[config.mk]
export PLATFORM = sky130hd
export DESIGN_NAME = smc_sleep_ctrl
export DESIGN_NICKNAME = d
export VERILOG_FILES = /design/src/logic/smc_pkg.sv /design/src/logic/smc_rst_stretch.sv /design/src/logic/smc_sleep_ctrl.sv
export VERILOG_INCLUDE_DIRS = /design/src /design/src/logic
export SDC_FILE = /design/constraint.sdc
export NUM_CORES = 1
export LEC_CHECK = 0
export BUFFER_PORTS_ARGS = -buffer_cell sky130_fd_sc_hd__clkbuf_2
export CORE_AREA = 2 2 88 90
export DETAILED_ROUTE_END_ITERATION = 6
export DIE_AREA = 0 0 90 92
export PLACE_DENSITY = 0.7
export SETUP_SLACK_MARGIN = 0.05
export SYNTH_ARGS = -nofsm -noshare
export SYNTH_HDL_FRONTEND = slang
export SYNTH_SLANG_ARGS = --single-unit
[constraint.sdc]
create_clock -name clk_sys -period 3.3 [get_ports clk_sys]
set_clock_uncertainty 0.15 [all_clocks]
set_input_delay 0.99 -clock clk_sys [delete_from_list [all_inputs] [get_ports clk_sys]]
set_output_delay 0.99 -clock clk_sys [all_outputs]
set_load 0.1 [all_outputs]
[src/logic/smc_defs.svh]
// Purpose: Constants for the sleep mode and reset pin controller
// Assumes: 20 MHz system clock
// Notes:   Offsets are byte addresses on the register bus
`ifndef SMC_DEFS_SVH
`define SMC_DEFS_SVH

// Clock and timing
`define SMC_CLK_PERIOD_NS   50
`define SMC_RST_HOLD_NS     800
`define SMC_RST_HOLD_CYC    ((`SMC_RST_HOLD_NS + `SMC_CLK_PERIOD_NS - 1) / `SMC_CLK_PERIOD_NS)

// Register map, byte addresses
`define SMC_ADDR_W          4
`define SMC_OFS_CTRL        4'h0
`define SMC_OFS_STATUS      4'h4
`define SMC_OFS_PINCFG      4'h8

// Control register fields
`define SMC_CTRL_SE_BIT     0
`define SMC_CTRL_MODE_LSB   1
`define SMC_CTRL_MODE_MSB   3
`define SMC_CTRL_AS_BIT     4
`define SMC_CTRL_RESET      32'h0000_0000

// Status register fields
`define SMC_ST_SLEEP_BIT    0
`define SMC_ST_MODE_LSB     1
`define SMC_ST_MODE_MSB     3
`define SMC_ST_OSC_BIT      4
`define SMC_ST_ASYNC_BIT    5
`define SMC_ST_RSTPIN_BIT   6
`define SMC_ST_WOKE_BIT     8

// Pin configuration readback fields
`define SMC_PC_XTAL_BIT     0
`define SMC_PC_TOSC_BIT     1
`define SMC_PC_RSTEN_BIT    2

// Sleep mode codes
`define SMC_MODE_IDLE       3'h0
`define SMC_MODE_ADCNR      3'h1
`define SMC_MODE_PDOWN      3'h2
`define SMC_MODE_PSAVE      3'h3
`define SMC_MODE_STBY       3'h4

// Clock source codes from the clock selection fuses
`define SMC_CSRC_EXT        2'h0
`define SMC_CSRC_INT_RC     2'h1
`define SMC_CSRC_XTAL       2'h2
`define SMC_CSRC_LF_XTAL    2'h3

// Pin indices and port widths
`define SMC_PB_W            8
`define SMC_PC_W            7
`define SMC_PD_W            8
`define SMC_PB_OSC_LO       6
`define SMC_PB_OSC_HI       7
`define SMC_PC_RST          6

`endif

[src/logic/smc_pkg.sv]
// Purpose: Types shared by the sleep mode and reset pin controller
// Assumes: smc_defs.svh gives the codes
// Notes:   Types only, no logic
`include "smc_defs.svh"

package smc_pkg;

    // Software selected sleep modes
    typedef enum logic [2:0] {
        SMC_IDLE  = `SMC_MODE_IDLE,
        SMC_ADCNR = `SMC_MODE_ADCNR,
        SMC_PDOWN = `SMC_MODE_PDOWN,
        SMC_PSAVE = `SMC_MODE_PSAVE,
        SMC_STBY  = `SMC_MODE_STBY
    } smc_mode_e;

    // Clock source picked by the fuses
    typedef enum logic [1:0] {
        SMC_SRC_EXT    = `SMC_CSRC_EXT,
        SMC_SRC_INT_RC = `SMC_CSRC_INT_RC,
        SMC_SRC_XTAL   = `SMC_CSRC_XTAL,
        SMC_SRC_LFXTAL = `SMC_CSRC_LF_XTAL
    } smc_csrc_e;

    // Controller state
    typedef enum logic {
        SMC_ST_ACTIVE = 1'b0,
        SMC_ST_ASLEEP = 1'b1
    } smc_state_e;

    // Clock enables handed to the rest of the chip
    typedef struct packed {
        logic cpu;       // Processor clock
        logic io;        // SRAM, timers, serial ports, interrupt logic
        logic adc;       // Converter clock
        logic async_tmr; // Asynchronous timer
        logic osc;       // Main crystal or resonator oscillator
    } smc_clk_gate_s;

endpackage

[src/logic/smc_rst_stretch.sv]
// Purpose: Reset stretcher, asserts at once and releases after a hold
// Assumes: rst_async_n may fall with no clock running
// Notes:   Release is synchronised before the hold counter starts
`timescale 1ns/1ps
`include "smc_defs.svh"

module smc_rst_stretch #(
    parameter int HOLD_CYC = `SMC_RST_HOLD_CYC
) (
    // Clock and combined reset
    input  wire logic clk_sys,
    input  wire logic rst_async_n,
    // Stretched reset
    output logic      rst_sync_n
);
    import smc_pkg::*;

    localparam int CW = $clog2(HOLD_CYC + 1);

    // Refuse a hold the counter cannot express
    if (HOLD_CYC < 1) begin : g_chk
        $error("smc_rst_stretch: HOLD_CYC must be at least 1");
    end

    logic          sync1_reg;
    logic          sync2_reg;
    logic [CW-1:0] cnt_reg;
    logic [CW-1:0] cnt_next;
    logic          done_next;
    logic          rel_reg;

    // Count only after the release has passed two flops
    assign done_next = (cnt_reg == CW'(HOLD_CYC));
    assign cnt_next  = (sync2_reg && !done_next) ? cnt_reg + CW'(1) : cnt_reg;

    // Assertion needs no clock edge, release waits for the count
    always_ff @(posedge clk_sys or negedge rst_async_n) begin
        if (!rst_async_n) begin
            sync1_reg <= 1'b0;
            sync2_reg <= 1'b0;
            cnt_reg   <= '0;
            rel_reg   <= 1'b0;
        end else begin
            sync1_reg <= 1'b1;
            sync2_reg <= sync1_reg;
            cnt_reg   <= cnt_next;
            rel_reg   <= done_next;
        end
    end

    assign rst_sync_n = rel_reg;

endmodule

[src/logic/smc_sleep_ctrl.sv]
// Purpose: Sleep mode clock gating, reset pin and port pin steering
// Assumes: Avalon-MM slave with waitrequest, one 20 MHz clock
// Notes:   Fuse inputs are static straps; pins are split in/out/oe
`timescale 1ns/1ps
`include "smc_defs.svh"

module smc_sleep_ctrl #(
    parameter int RST_HOLD_CYC = `SMC_RST_HOLD_CYC
) (
    // Clock and power-on reset
    input  wire logic                  clk_sys,
    input  wire logic                  rstn,
    // Avalon-MM register slave
    input  wire logic [`SMC_ADDR_W-1:0] avs_address,
    input  wire logic                  avs_read,
    input  wire logic                  avs_write,
    input  wire logic [31:0]           avs_writedata,
    input  wire logic [3:0]            avs_byteenable,
    output logic      [31:0]           avs_readdata,
    output logic                       avs_waitrequest,
    // Fuse straps
    input  wire logic                  reset_pin_disable_fuse,
    input  wire smc_pkg::smc_csrc_e    clk_src_fuse,
    // Core events
    input  wire logic                  sleep_instr,
    input  wire logic                  wake_irq,
    // Clock enables and device reset
    output smc_pkg::smc_clk_gate_s     clk_gate,
    output logic                       device_rst_n,
    // Core side of the port logic
    input  wire logic [`SMC_PB_W-1:0]  core_pb_out,
    input  wire logic [`SMC_PB_W-1:0]  core_pb_oe,
    output logic      [`SMC_PB_W-1:0]  core_pb_in,
    input  wire logic [`SMC_PC_W-1:0]  core_pc_out,
    input  wire logic [`SMC_PC_W-1:0]  core_pc_oe,
    output logic      [`SMC_PC_W-1:0]  core_pc_in,
    input  wire logic [`SMC_PD_W-1:0]  core_pd_out,
    input  wire logic [`SMC_PD_W-1:0]  core_pd_oe,
    output logic      [`SMC_PD_W-1:0]  core_pd_in,
    // Port B pins
    input  wire logic [`SMC_PB_W-1:0]  pb_in,
    output logic      [`SMC_PB_W-1:0]  pb_out,
    output logic      [`SMC_PB_W-1:0]  pb_oe,
    // Port C pins, bit 6 is the shared reset port pin
    input  wire logic [`SMC_PC_W-1:0]  pc_in,
    output logic      [`SMC_PC_W-1:0]  pc_out,
    output logic      [`SMC_PC_W-1:0]  pc_oe,
    // Port D pins
    input  wire logic [`SMC_PD_W-1:0]  pd_in,
    output logic      [`SMC_PD_W-1:0]  pd_out,
    output logic      [`SMC_PD_W-1:0]  pd_oe,
    // Oscillator connections
    output logic                       osc_amp_input_pin_low,
    output logic                       osc_amp_input_pin_high,
    output logic [1:0]                 async_timer_osc_pins
);
    import smc_pkg::*;

    // Refuse a hold the stretcher cannot serve
    if (RST_HOLD_CYC < 1) begin : g_chk
        $error("smc_sleep_ctrl: RST_HOLD_CYC must be at least 1");
    end

    // ------------------------------------------------------------
    // Reset pin and combined reset
    // ------------------------------------------------------------
    logic reset_pin_en;
    logic reset_pin_low;
    logic rst_comb_n;
    logic sys_rst_n;
    logic rst_active;

    // Fuse unprogrammed (high) hands the shared pin to reset
    assign reset_pin_en  = reset_pin_disable_fuse;
    // Pin low reaches reset through gates only, no clock needed
    assign reset_pin_low = reset_pin_en && !pc_in[`SMC_PC_RST];
    // A short low may still reset; pulse length is the source's job
    assign rst_comb_n    = rstn && !reset_pin_low;

    smc_rst_stretch #(
        .HOLD_CYC   (RST_HOLD_CYC)
    ) u_rst (
        .clk_sys    (clk_sys),
        .rst_async_n(rst_comb_n),
        .rst_sync_n (sys_rst_n)
    );

    // Reset seen by ports covers the raw sources and the hold
    assign rst_active   = !rst_comb_n || !sys_rst_n;
    assign device_rst_n = sys_rst_n;

    // ------------------------------------------------------------
    // Register file
    // ------------------------------------------------------------
    logic [31:0] ctrl_reg;
    logic [31:0] ctrl_next;
    logic        woke_reg;
    logic        woke_next;
    logic        ack_reg;
    logic        ack_next;
    logic [31:0] rdata_reg;
    logic [31:0] rdata_next;

    logic        req;
    logic        hit_ctrl;
    logic        hit_status;
    logic        hit_pincfg;
    logic        wr_take;
    logic        rd_take;
    logic        wr_ctrl;
    logic        wr_status;

    logic        sleep_enable;
    smc_mode_e   sleep_mode_sel;
    logic        async_timer_clock_select;

    // One wait cycle on every access, answer on the second
    assign req             = avs_read || avs_write;
    assign ack_next        = req && !ack_reg;
    assign avs_waitrequest = req && !ack_reg;
    assign wr_take         = avs_write && ack_next;
    assign rd_take         = avs_read && ack_next;

    // Address decode
    assign hit_ctrl   = (avs_address == `SMC_OFS_CTRL);
    assign hit_status = (avs_address == `SMC_OFS_STATUS);
    assign hit_pincfg = (avs_address == `SMC_OFS_PINCFG);
    assign wr_ctrl    = wr_take && hit_ctrl && avs_byteenable[0];
    assign wr_status  = wr_take && hit_status && avs_byteenable[1];

    // Only the low byte of control holds state
    assign ctrl_next = wr_ctrl ? {24'h00_0000, avs_writedata[7:0]} : ctrl_reg;

    // Control fields
    assign sleep_enable             = ctrl_reg[`SMC_CTRL_SE_BIT];
    assign sleep_mode_sel           = smc_mode_e'(ctrl_reg[`SMC_CTRL_MODE_MSB:`SMC_CTRL_MODE_LSB]);
    assign async_timer_clock_select = ctrl_reg[`SMC_CTRL_AS_BIT];

    // ------------------------------------------------------------
    // Sleep state machine
    // ------------------------------------------------------------
    smc_state_e state_reg;
    smc_state_e state_next;
    smc_mode_e  mode_reg;
    smc_mode_e  mode_next;
    logic       mode_valid;
    logic       enter_sleep;
    logic       wake_now;

    // Reserved mode codes never put the chip to sleep
    assign mode_valid = (sleep_mode_sel == SMC_IDLE)  || (sleep_mode_sel == SMC_ADCNR) ||
                        (sleep_mode_sel == SMC_PDOWN) || (sleep_mode_sel == SMC_PSAVE) ||
                        (sleep_mode_sel == SMC_STBY);
    // Sleep instruction honoured only with the enable set
    assign enter_sleep = sleep_instr && sleep_enable && mode_valid;
    // Any interrupt wakes; reset wakes by clearing the state
    assign wake_now    = (state_reg == SMC_ST_ASLEEP) && wake_irq;

    // Next state
    always_comb begin
        state_next = state_reg;
        mode_next  = mode_reg;
        case (state_reg)
            SMC_ST_ACTIVE: begin
                if (enter_sleep && !wake_irq) begin
                    state_next = SMC_ST_ASLEEP;
                    mode_next  = sleep_mode_sel;
                end
            end
            SMC_ST_ASLEEP: begin
                if (wake_irq) begin
                    state_next = SMC_ST_ACTIVE;
                end
            end
            default: begin
                state_next = SMC_ST_ACTIVE;
            end
        endcase
    end

    // Wake flag: a wake in the clearing cycle is kept
    assign woke_next = wake_now || (woke_reg && !(wr_status &&
                       avs_writedata[`SMC_ST_WOKE_BIT]));

    // ------------------------------------------------------------
    // Clock gating per mode
    // ------------------------------------------------------------
    smc_clk_gate_s gate_next;
    logic          asleep;

    assign asleep = (state_reg == SMC_ST_ASLEEP);

    // Clock enables for the mode in force
    always_comb begin
        gate_next = '{cpu: 1'b1, io: 1'b1, adc: 1'b1, async_tmr: 1'b1, osc: 1'b1};
        if (asleep) begin
            case (mode_reg)
                SMC_IDLE: begin
                    gate_next = '{cpu: 1'b0, io: 1'b1, adc: 1'b1, async_tmr: 1'b1,
                                  osc: 1'b1};
                end
                SMC_ADCNR: begin
                    gate_next = '{cpu: 1'b0, io: 1'b0, adc: 1'b1, async_tmr: 1'b1,
                                  osc: 1'b1};
                end
                SMC_PDOWN: begin
                    gate_next = '{cpu: 1'b0, io: 1'b0, adc: 1'b0, async_tmr: 1'b0,
                                  osc: 1'b0};
                end
                SMC_PSAVE: begin
                    gate_next = '{cpu: 1'b0, io: 1'b0, adc: 1'b0, async_tmr: 1'b1,
                                  osc: 1'b0};
                end
                SMC_STBY: begin
                    gate_next = '{cpu: 1'b0, io: 1'b0, adc: 1'b0, async_tmr: 1'b0,
                                  osc: 1'b1};
                end
                default: begin
                    gate_next = '{cpu: 1'b1, io: 1'b1, adc: 1'b1, async_tmr: 1'b1,
                                  osc: 1'b1};
                end
            endcase
        end
    end

    // ------------------------------------------------------------
    // Pin steering
    // ------------------------------------------------------------
    logic                 xtal_on_pins;
    logic                 tosc_on_pins;
    logic [`SMC_PB_W-1:0] pb_take;
    logic [`SMC_PC_W-1:0] pc_take;

    // Crystal sources borrow the oscillator pins
    assign xtal_on_pins = (clk_src_fuse == SMC_SRC_XTAL) ||
                          (clk_src_fuse == SMC_SRC_LFXTAL);
    // Timer oscillator only when the chip runs on internal RC
    assign tosc_on_pins = (clk_src_fuse == SMC_SRC_INT_RC) &&
                          async_timer_clock_select;

    // Per bit: which pins the port logic loses to another function
    genvar gi;
    for (gi = 0; gi < `SMC_PB_W; gi++) begin : g_pb
        if (gi == `SMC_PB_OSC_LO || gi == `SMC_PB_OSC_HI) begin : g_osc
            assign pb_take[gi] = xtal_on_pins || tosc_on_pins;
        end else begin : g_gpio
            assign pb_take[gi] = 1'b0;
        end
    end
    for (gi = 0; gi < `SMC_PC_W; gi++) begin : g_pc
        if (gi == `SMC_PC_RST) begin : g_rst
            assign pc_take[gi] = reset_pin_en;
        end else begin : g_gpio
            assign pc_take[gi] = 1'b0;
        end
    end

    // Output enables drop while any reset is active, clock or not
    assign pb_out = core_pb_out;
    assign pb_oe  = core_pb_oe & ~pb_take & {`SMC_PB_W{!rst_active}};
    assign pc_out = core_pc_out;
    assign pc_oe  = core_pc_oe & ~pc_take & {`SMC_PC_W{!rst_active}};
    assign pd_out = core_pd_out;
    assign pd_oe  = core_pd_oe & {`SMC_PD_W{!rst_active}};

    // Borrowed pins read as zero to the port logic
    assign core_pb_in = pb_in & ~pb_take;
    assign core_pc_in = pc_in & ~pc_take;
    assign core_pd_in = pd_in;

    // Oscillator paths stay combinational; a flop would cut the clock
    assign osc_amp_input_pin_low  = xtal_on_pins && pb_in[`SMC_PB_OSC_LO];
    assign osc_amp_input_pin_high = xtal_on_pins && pb_in[`SMC_PB_OSC_HI];
    assign async_timer_osc_pins   = tosc_on_pins ?
                                    pb_in[`SMC_PB_OSC_HI:`SMC_PB_OSC_LO] : 2'h0;

    // ------------------------------------------------------------
    // Read data
    // ------------------------------------------------------------
    logic [31:0] status_word;
    logic [31:0] pincfg_word;

    // Status shows the controller's own state
    always_comb begin
        status_word = 32'h0000_0000;
        status_word[`SMC_ST_SLEEP_BIT]                  = asleep;
        status_word[`SMC_ST_MODE_MSB:`SMC_ST_MODE_LSB]  = mode_reg;
        status_word[`SMC_ST_OSC_BIT]                    = clk_gate.osc;
        status_word[`SMC_ST_ASYNC_BIT]                  = clk_gate.async_tmr;
        status_word[`SMC_ST_RSTPIN_BIT]                 = reset_pin_en;
        status_word[`SMC_ST_WOKE_BIT]                   = woke_reg;
    end

    // Pin assignment readback
    always_comb begin
        pincfg_word = 32'h0000_0000;
        pincfg_word[`SMC_PC_XTAL_BIT]  = xtal_on_pins;
        pincfg_word[`SMC_PC_TOSC_BIT]  = tosc_on_pins;
        pincfg_word[`SMC_PC_RSTEN_BIT] = reset_pin_en;
    end

    // Unmapped addresses read zero
    assign rdata_next = !rd_take  ? rdata_reg   :
                        hit_ctrl   ? ctrl_reg    :
                        hit_status ? status_word :
                        hit_pincfg ? pincfg_word : 32'h0000_0000;

    assign avs_readdata = rdata_reg;

    // ------------------------------------------------------------
    // Flip-flops
    // ------------------------------------------------------------
    // Everything restarts on the stretched reset
    always_ff @(posedge clk_sys or negedge sys_rst_n) begin
        if (!sys_rst_n) begin
            ctrl_reg  <= `SMC_CTRL_RESET;
            woke_reg  <= 1'b0;
            ack_reg   <= 1'b0;
            rdata_reg <= 32'h0000_0000;
            state_reg <= SMC_ST_ACTIVE;
            mode_reg  <= SMC_IDLE;
        end else begin
            ctrl_reg  <= ctrl_next;
            woke_reg  <= woke_next;
            ack_reg   <= ack_next;
            rdata_reg <= rdata_next;
            state_reg <= state_next;
            mode_reg  <= mode_next;
        end
    end

    // Clock enables come from flops; all on through reset
    always_ff @(posedge clk_sys or negedge sys_rst_n) begin
        if (!sys_rst_n) begin
            clk_gate <= '{cpu: 1'b1, io: 1'b1, adc: 1'b1, async_tmr: 1'b1, osc: 1'b1};
        end else begin
            clk_gate <= gate_next;
        end
    end

endmodule
---- After elaboration in Yosys (flattened, before gate mapping) ----
Cells that the tools add are included.
storage, ports and cells
  output and inout port bits .............. 112
  memory bits (read-only) ................. 0
  memories ................................ 0
  bits in latches ......................... 0
  bits in registers ....................... 59
  memory bits (writable) .................. 0
  word-level logic and storage cells ...... 90
cells by class
  $add $sub $neg .......................... 1
  multiply operators ...................... 0
  shifts and indexed selects .............. 0
  bitwise gates (word level) .............. 10
  divide/modulo/power cells ............... 0
  multiplexer cells ....................... 9
  order comparisons ....................... 0
  equality and inequality tests ........... 14
  reductions and logical operators ........ 41
operators with widths
  kind                 count
  $and 8x8->8          4
  $pmux 5 s5           1
  $and 7x7->7          3
  $logic_and 1x1->1    19
  $mux 9               2
  $eq 3x2->1 const B   4
  $logic_not 1->1      9
  $logic_or 1x1->1     9
  $not 8->8            1
  $not 7->7            1
  $eq 3x1->1 const B   2
  $eq 3x3->1 const B   2
  $logic_not 3->1      2
  $add 5x1->5 const B  1
  $eq 5x5->1 const B   1
  $mux 5               1
  $eq 2x2->1 const B   2
  $eq 4x3->1 const B   1
  $eq 4x4->1 const B   1
  $logic_not 4->1      1
  $mux 3               1
  $eq 2x1->1 const B   1
  $mux 1               2
  $mux 2               1
  3 further kinds      3

---- Logic depth before layout (Yosys ltp) ----
  depth after elaboration ................. 9
  gate-level depth with buffers ........... 5
  mapped depth without buffers ............ 5

---- Cells and area by module ----
From an unflattened synthesis, not the netlist that was laid out.
unflattened totals
  cell total of the unflattened synthesis .. 237
  area total of the unflattened synthesis .. 2,287.2 µm²
modules (own cells, without submodules)
  module           instances  area each (µm²)  cells each
  smc_sleep_ctrl   1          1,950.6          213
  smc_rst_stretch  1          336.6            24

---- Worst setup path after synthesis ----
No wires, ideal clock.
  kind .................................... reg-to-output
  from .................................... reg u_rst.rel_reg, in the netlist u_rst.rst_sync_n
  to ...................................... out pb_oe[0]
  arrival time ............................ 2.866 ns
  cell stages (with the launch flop) ...... 4
  setup slack ............................. -0.706 ns
  data required time ...................... 2.160 ns
  path through ............................ dfrtp_1 > and3_1 > clkbuf_1 > and2_1
on the way
  longest elaborated chain between the ends .. 4
ends and longest elaborated chain
  item                              RTL line               source
  start: declaration                smc_rst_stretch.sv:30  logic rel_reg;
  start signal: assignment          smc_rst_stretch.sv:47  rel_reg <= done_next;
  $logic_not 1->1 (no source line)  -
  $logic_or 1x1->1                  smc_sleep_ctrl.sv:89   assign rst_active = !rst_comb_n || !sys_rst_n;
  $logic_not 1->1                   smc_sleep_ctrl.sv:260  assign pb_oe = core_pb_oe & ~pb_take & {`SMC_PB_W{!rst_active}};
  $and 8x8->8                       smc_sleep_ctrl.sv:260
  end: declaration                  smc_sleep_ctrl.sv:43   output logic [`SMC_PB_W-1:0] pb_oe,
No other way between the ends.

---- Worst setup path after layout ----
  from .................................... in pc_in[6]
  to ...................................... out pb_oe[7]
on the way
  longest elaborated chain between the ends .. 8
ends and longest elaborated chain
  item                              RTL line               source
  start: declaration                smc_sleep_ctrl.sv:45   input wire logic [`SMC_PC_W-1:0] pc_in,
  $logic_not 1->1                   smc_sleep_ctrl.sv:76   assign reset_pin_low = reset_pin_en && !pc_in[`SMC_PC_RST];
  $logic_and 1x1->1                 smc_sleep_ctrl.sv:76
  $logic_not 1->1                   smc_sleep_ctrl.sv:78   assign rst_comb_n = rstn && !reset_pin_low;
  $logic_and 1x1->1                 smc_sleep_ctrl.sv:78
  $logic_not 1->1 (no source line)  -
  $logic_or 1x1->1                  smc_sleep_ctrl.sv:89
  $logic_not 1->1                   smc_sleep_ctrl.sv:260
  $and 8x8->8                       smc_sleep_ctrl.sv:260
No other way between the ends.

==> results.json <==
{
  "fmax_ghz": 0.325,
  "vias": 1739,
  "arrival_ns": 1.94,
  "vias_per_cell": 4.40,
  "dpl_worst_slack_ns": -0.0706,
  "ys_seq_elements": 36,
  "start_util_pct": 30.7,
  "yosysUniqueCellTypes": 39,
  "post-dp-hpwl_mm": 4.89,
  "numClockSinks": 36,
  "io_pins": 230,
  "yosysSeqAreaShare_pct": 39.6,
  "critical_path_class": "primary input to output pin",
  "hold_slack_ns": 0.139,
  "h-tree-depth": 2,
  "postCtsResizedCells": 1,
  "portBuffers": 95,
  "num_antenna_cells": 0,
  "setup_violations": 0,
  "dr.first_iter.drc_count": 32,
  "syn_to_final_growth_pct": 31.1,
  "min_period_ns": 3.08,
  "status": "finished, final reports clean",
  "die_y_um": 92,
  "syn_area_um2": 2290,
  "synth_edf_count": 0,
  "drive_gt1_share_pct": 49.8,
  "clk_path_buf_depth": 2,
  "slew_viol_final": 0,
  "cts_root_buffer": "clkbuf_8",
  "die-width_um": 90,
  "slew_headroom_pct": 57.8,
  "drc_errors": 0,
  "final_common_cell": "clkbuf_2",
  "grt_usage_pct": 13.3,
  "min_path_type": "register to asynchronous set/reset pin",
  "core_um2": 7450,
  "cp.required_ns": 2.16,
  "synth-async-reset-ratio_pct": 100,
  "synth.avg_cell_area_um2": 9.66,
  "setup_slack_ns": 0.222,
  "cts_buffers": 5,
  "cts_tree": "done",
  "period_share_pct": 93.3,
  "path_clk_slew_ns": 0.08,
  "powerDensity_nw_per_um2": 531,
  "rows": 32,
  "grt_max_degree": 30,
  "gr-total-overflow": 0,
  "ys.warnings.count": 0,
  "fin_nets": 412,
  "gp_congestion": 0.787,
  "cts_hold_buf": 0,
  "postRouteAntennaNets": 0,
  "wirelength_mm": 5.79,
  "syn_inst": 237,
  "leakage_nw": 1.45,
  "cap_violations": 0,
  "ys.flop_type": "dfrtp_1",
  "r2r_setup_slack_ns": 1.47,
  "hold_viol": 0,
  "drt-pass1-iter-count": 4,
  "grt_pass1_wl_mm": 8.63,
  "ir_worst_vdd_uv": 239,
  "rsz0062_at_grt": "false",
  "clk_latency_ns": 0.28,
  "dieArea_um2": 8280,
  "grt_pass1_vias": 1653,
  "worstSetupStartpointType": "primary input",
  "tightest_slew_ns": 0.633,
  "largest_reg_flops": 9,
  "cts_setup_buffers": 0,
  "drt-wirelength-per-cell_um": 14.7,
  "worstSetupEndpointType": "output pin",
  "mostFrequentLayoutCells": "clkbuf_2, dfrtp_1, buf_12, conb_1, and2_2",
  "antenna_found_initial": 0,
  "crit_fanout": 23,
  "finalPower_mw": 1.60
}
[cell type report]
| type | count | area [µm²] |
|---|---|---|
| clock buffer | 5 | 68.8 |
| clock inverter | 3 | 18.8 |
| fill | 753 | 4440 |
| inverter | 6 | 22.5 |
| multi-input combinational | 145 | 951 |
| sequential | 36 | 908 |
| tap | 102 | 128 |
| timing repair buffer | 98 | 906 |
[power breakdown]
group	switching (mW)	total, mW	internal [mW]	leakage [nW]
Clock	0.152	0.299	0.147	0.0479
Combinational	0.477	0.667	0.191	0.950
Sequential	0.0966	0.629	0.532	0.456
[cells in the mapped netlist (2+ instances only)]
cell / n / area share, %
a2111oi_0: 2 / 0.77
a21oi_1: 9 / 2.0
a32o_1: 2 / 0.87
and2_1: 27 / 7.4
and3_1: 3 / 0.82
buf_4: 66 / 22
clkbuf_1: 4 / 0.66
conb_1: 2 / 0.33
dfrtp_1: 31 / 34
dfstp_2: 5 / 5.7
ha_1: 2 / 1.1
inv_1: 6 / 0.98
mux2_2: 9 / 4.4
mux2i_1: 4 / 1.7
nand2_1: 13 / 2.1
nand2b_1: 5 / 1.4
nand3_1: 2 / 0.44
nand4_1: 2 / 0.55
nor2_1: 5 / 0.82
nor3_1: 3 / 0.66
o21ai_0: 7 / 1.5
o31ai_1: 5 / 1.6
or2b_1: 2 / 0.66
or3_1: 3 / 0.82
xnor2_1: 4 / 1.5
[metrics by stage]
step	std cells	utilization [%]	area (µm²)	setup TNS (ns)
floorplan	259	-	2400	-0.131
global placement	387	39.1	2910	-0.0587
detailed placement	387	39.1	2910	-0.163
CTS	395	40.3	3000	0
global route	395	40.3	3000	0
finish	395	40.3	3000	0
[path summary, 6_finish.rpt]
| path | cells after the start | endpoint | start |
|---|---|---|---|
| worst max-delay path | 5 | pb_oe[7] | pc_in[6] |
| worst min-delay path | 1 | avs_readdata[2]$_DFFE_PN0P_ | u_rst.rst_sync_n$_DFF_PP0_ |
| worst max register to register | 3 | avs_readdata[2]$_DFFE_PN0P_ | ack_reg$_DFF_PN0_ |
| worst min register to register | 1 | avs_readdata[2]$_DFFE_PN0P_ | u_rst.rst_sync_n$_DFF_PP0_ |
| max in group asynchronous | 3 | u_rst.rst_sync_n$_DFF_PP0_ | pc_in[6] |
| min in group clk_sys | 0 | u_rst.sync2_reg$_DFF_PP0_ | u_rst.sync1_reg$_DFF_PP0_ |
[critical path: stages]
cell and delay, ns:
clkbuf_2 0.08, nand2b_1 0.11, and3_4 0.29, and3_1 0.26
buf_12 0.19
[per-layer routing]
metal / wire, µm / share of wire [%] / track usage [%] / vias up
met4: 78 / 1.3 / 4.23 / 0
li1: - / - / - / 817
met3: 482 / 8.3 / 4.35 / 7
met5: 0 / 0 / 0 / -
met2: 3080 / 53 / 24.9 / 100
met1: 2150 / 37 / 14.1 / 815
[kinds of logic (layout without fill, tap and decap cells)]
family,count (synthesis),after routing,share of synthesized area [%]
compound gates,29,29,8.25
xor+xnor,4,4,1.53
fa+ha+maj,2,2,1.09
buf+inv,78,112,23.9
flops,36,36,39.6
mux,13,13,6.18
other cells,2,24,0.328
simple gates,73,73,19.1
(Power assumes the default switching activity.)
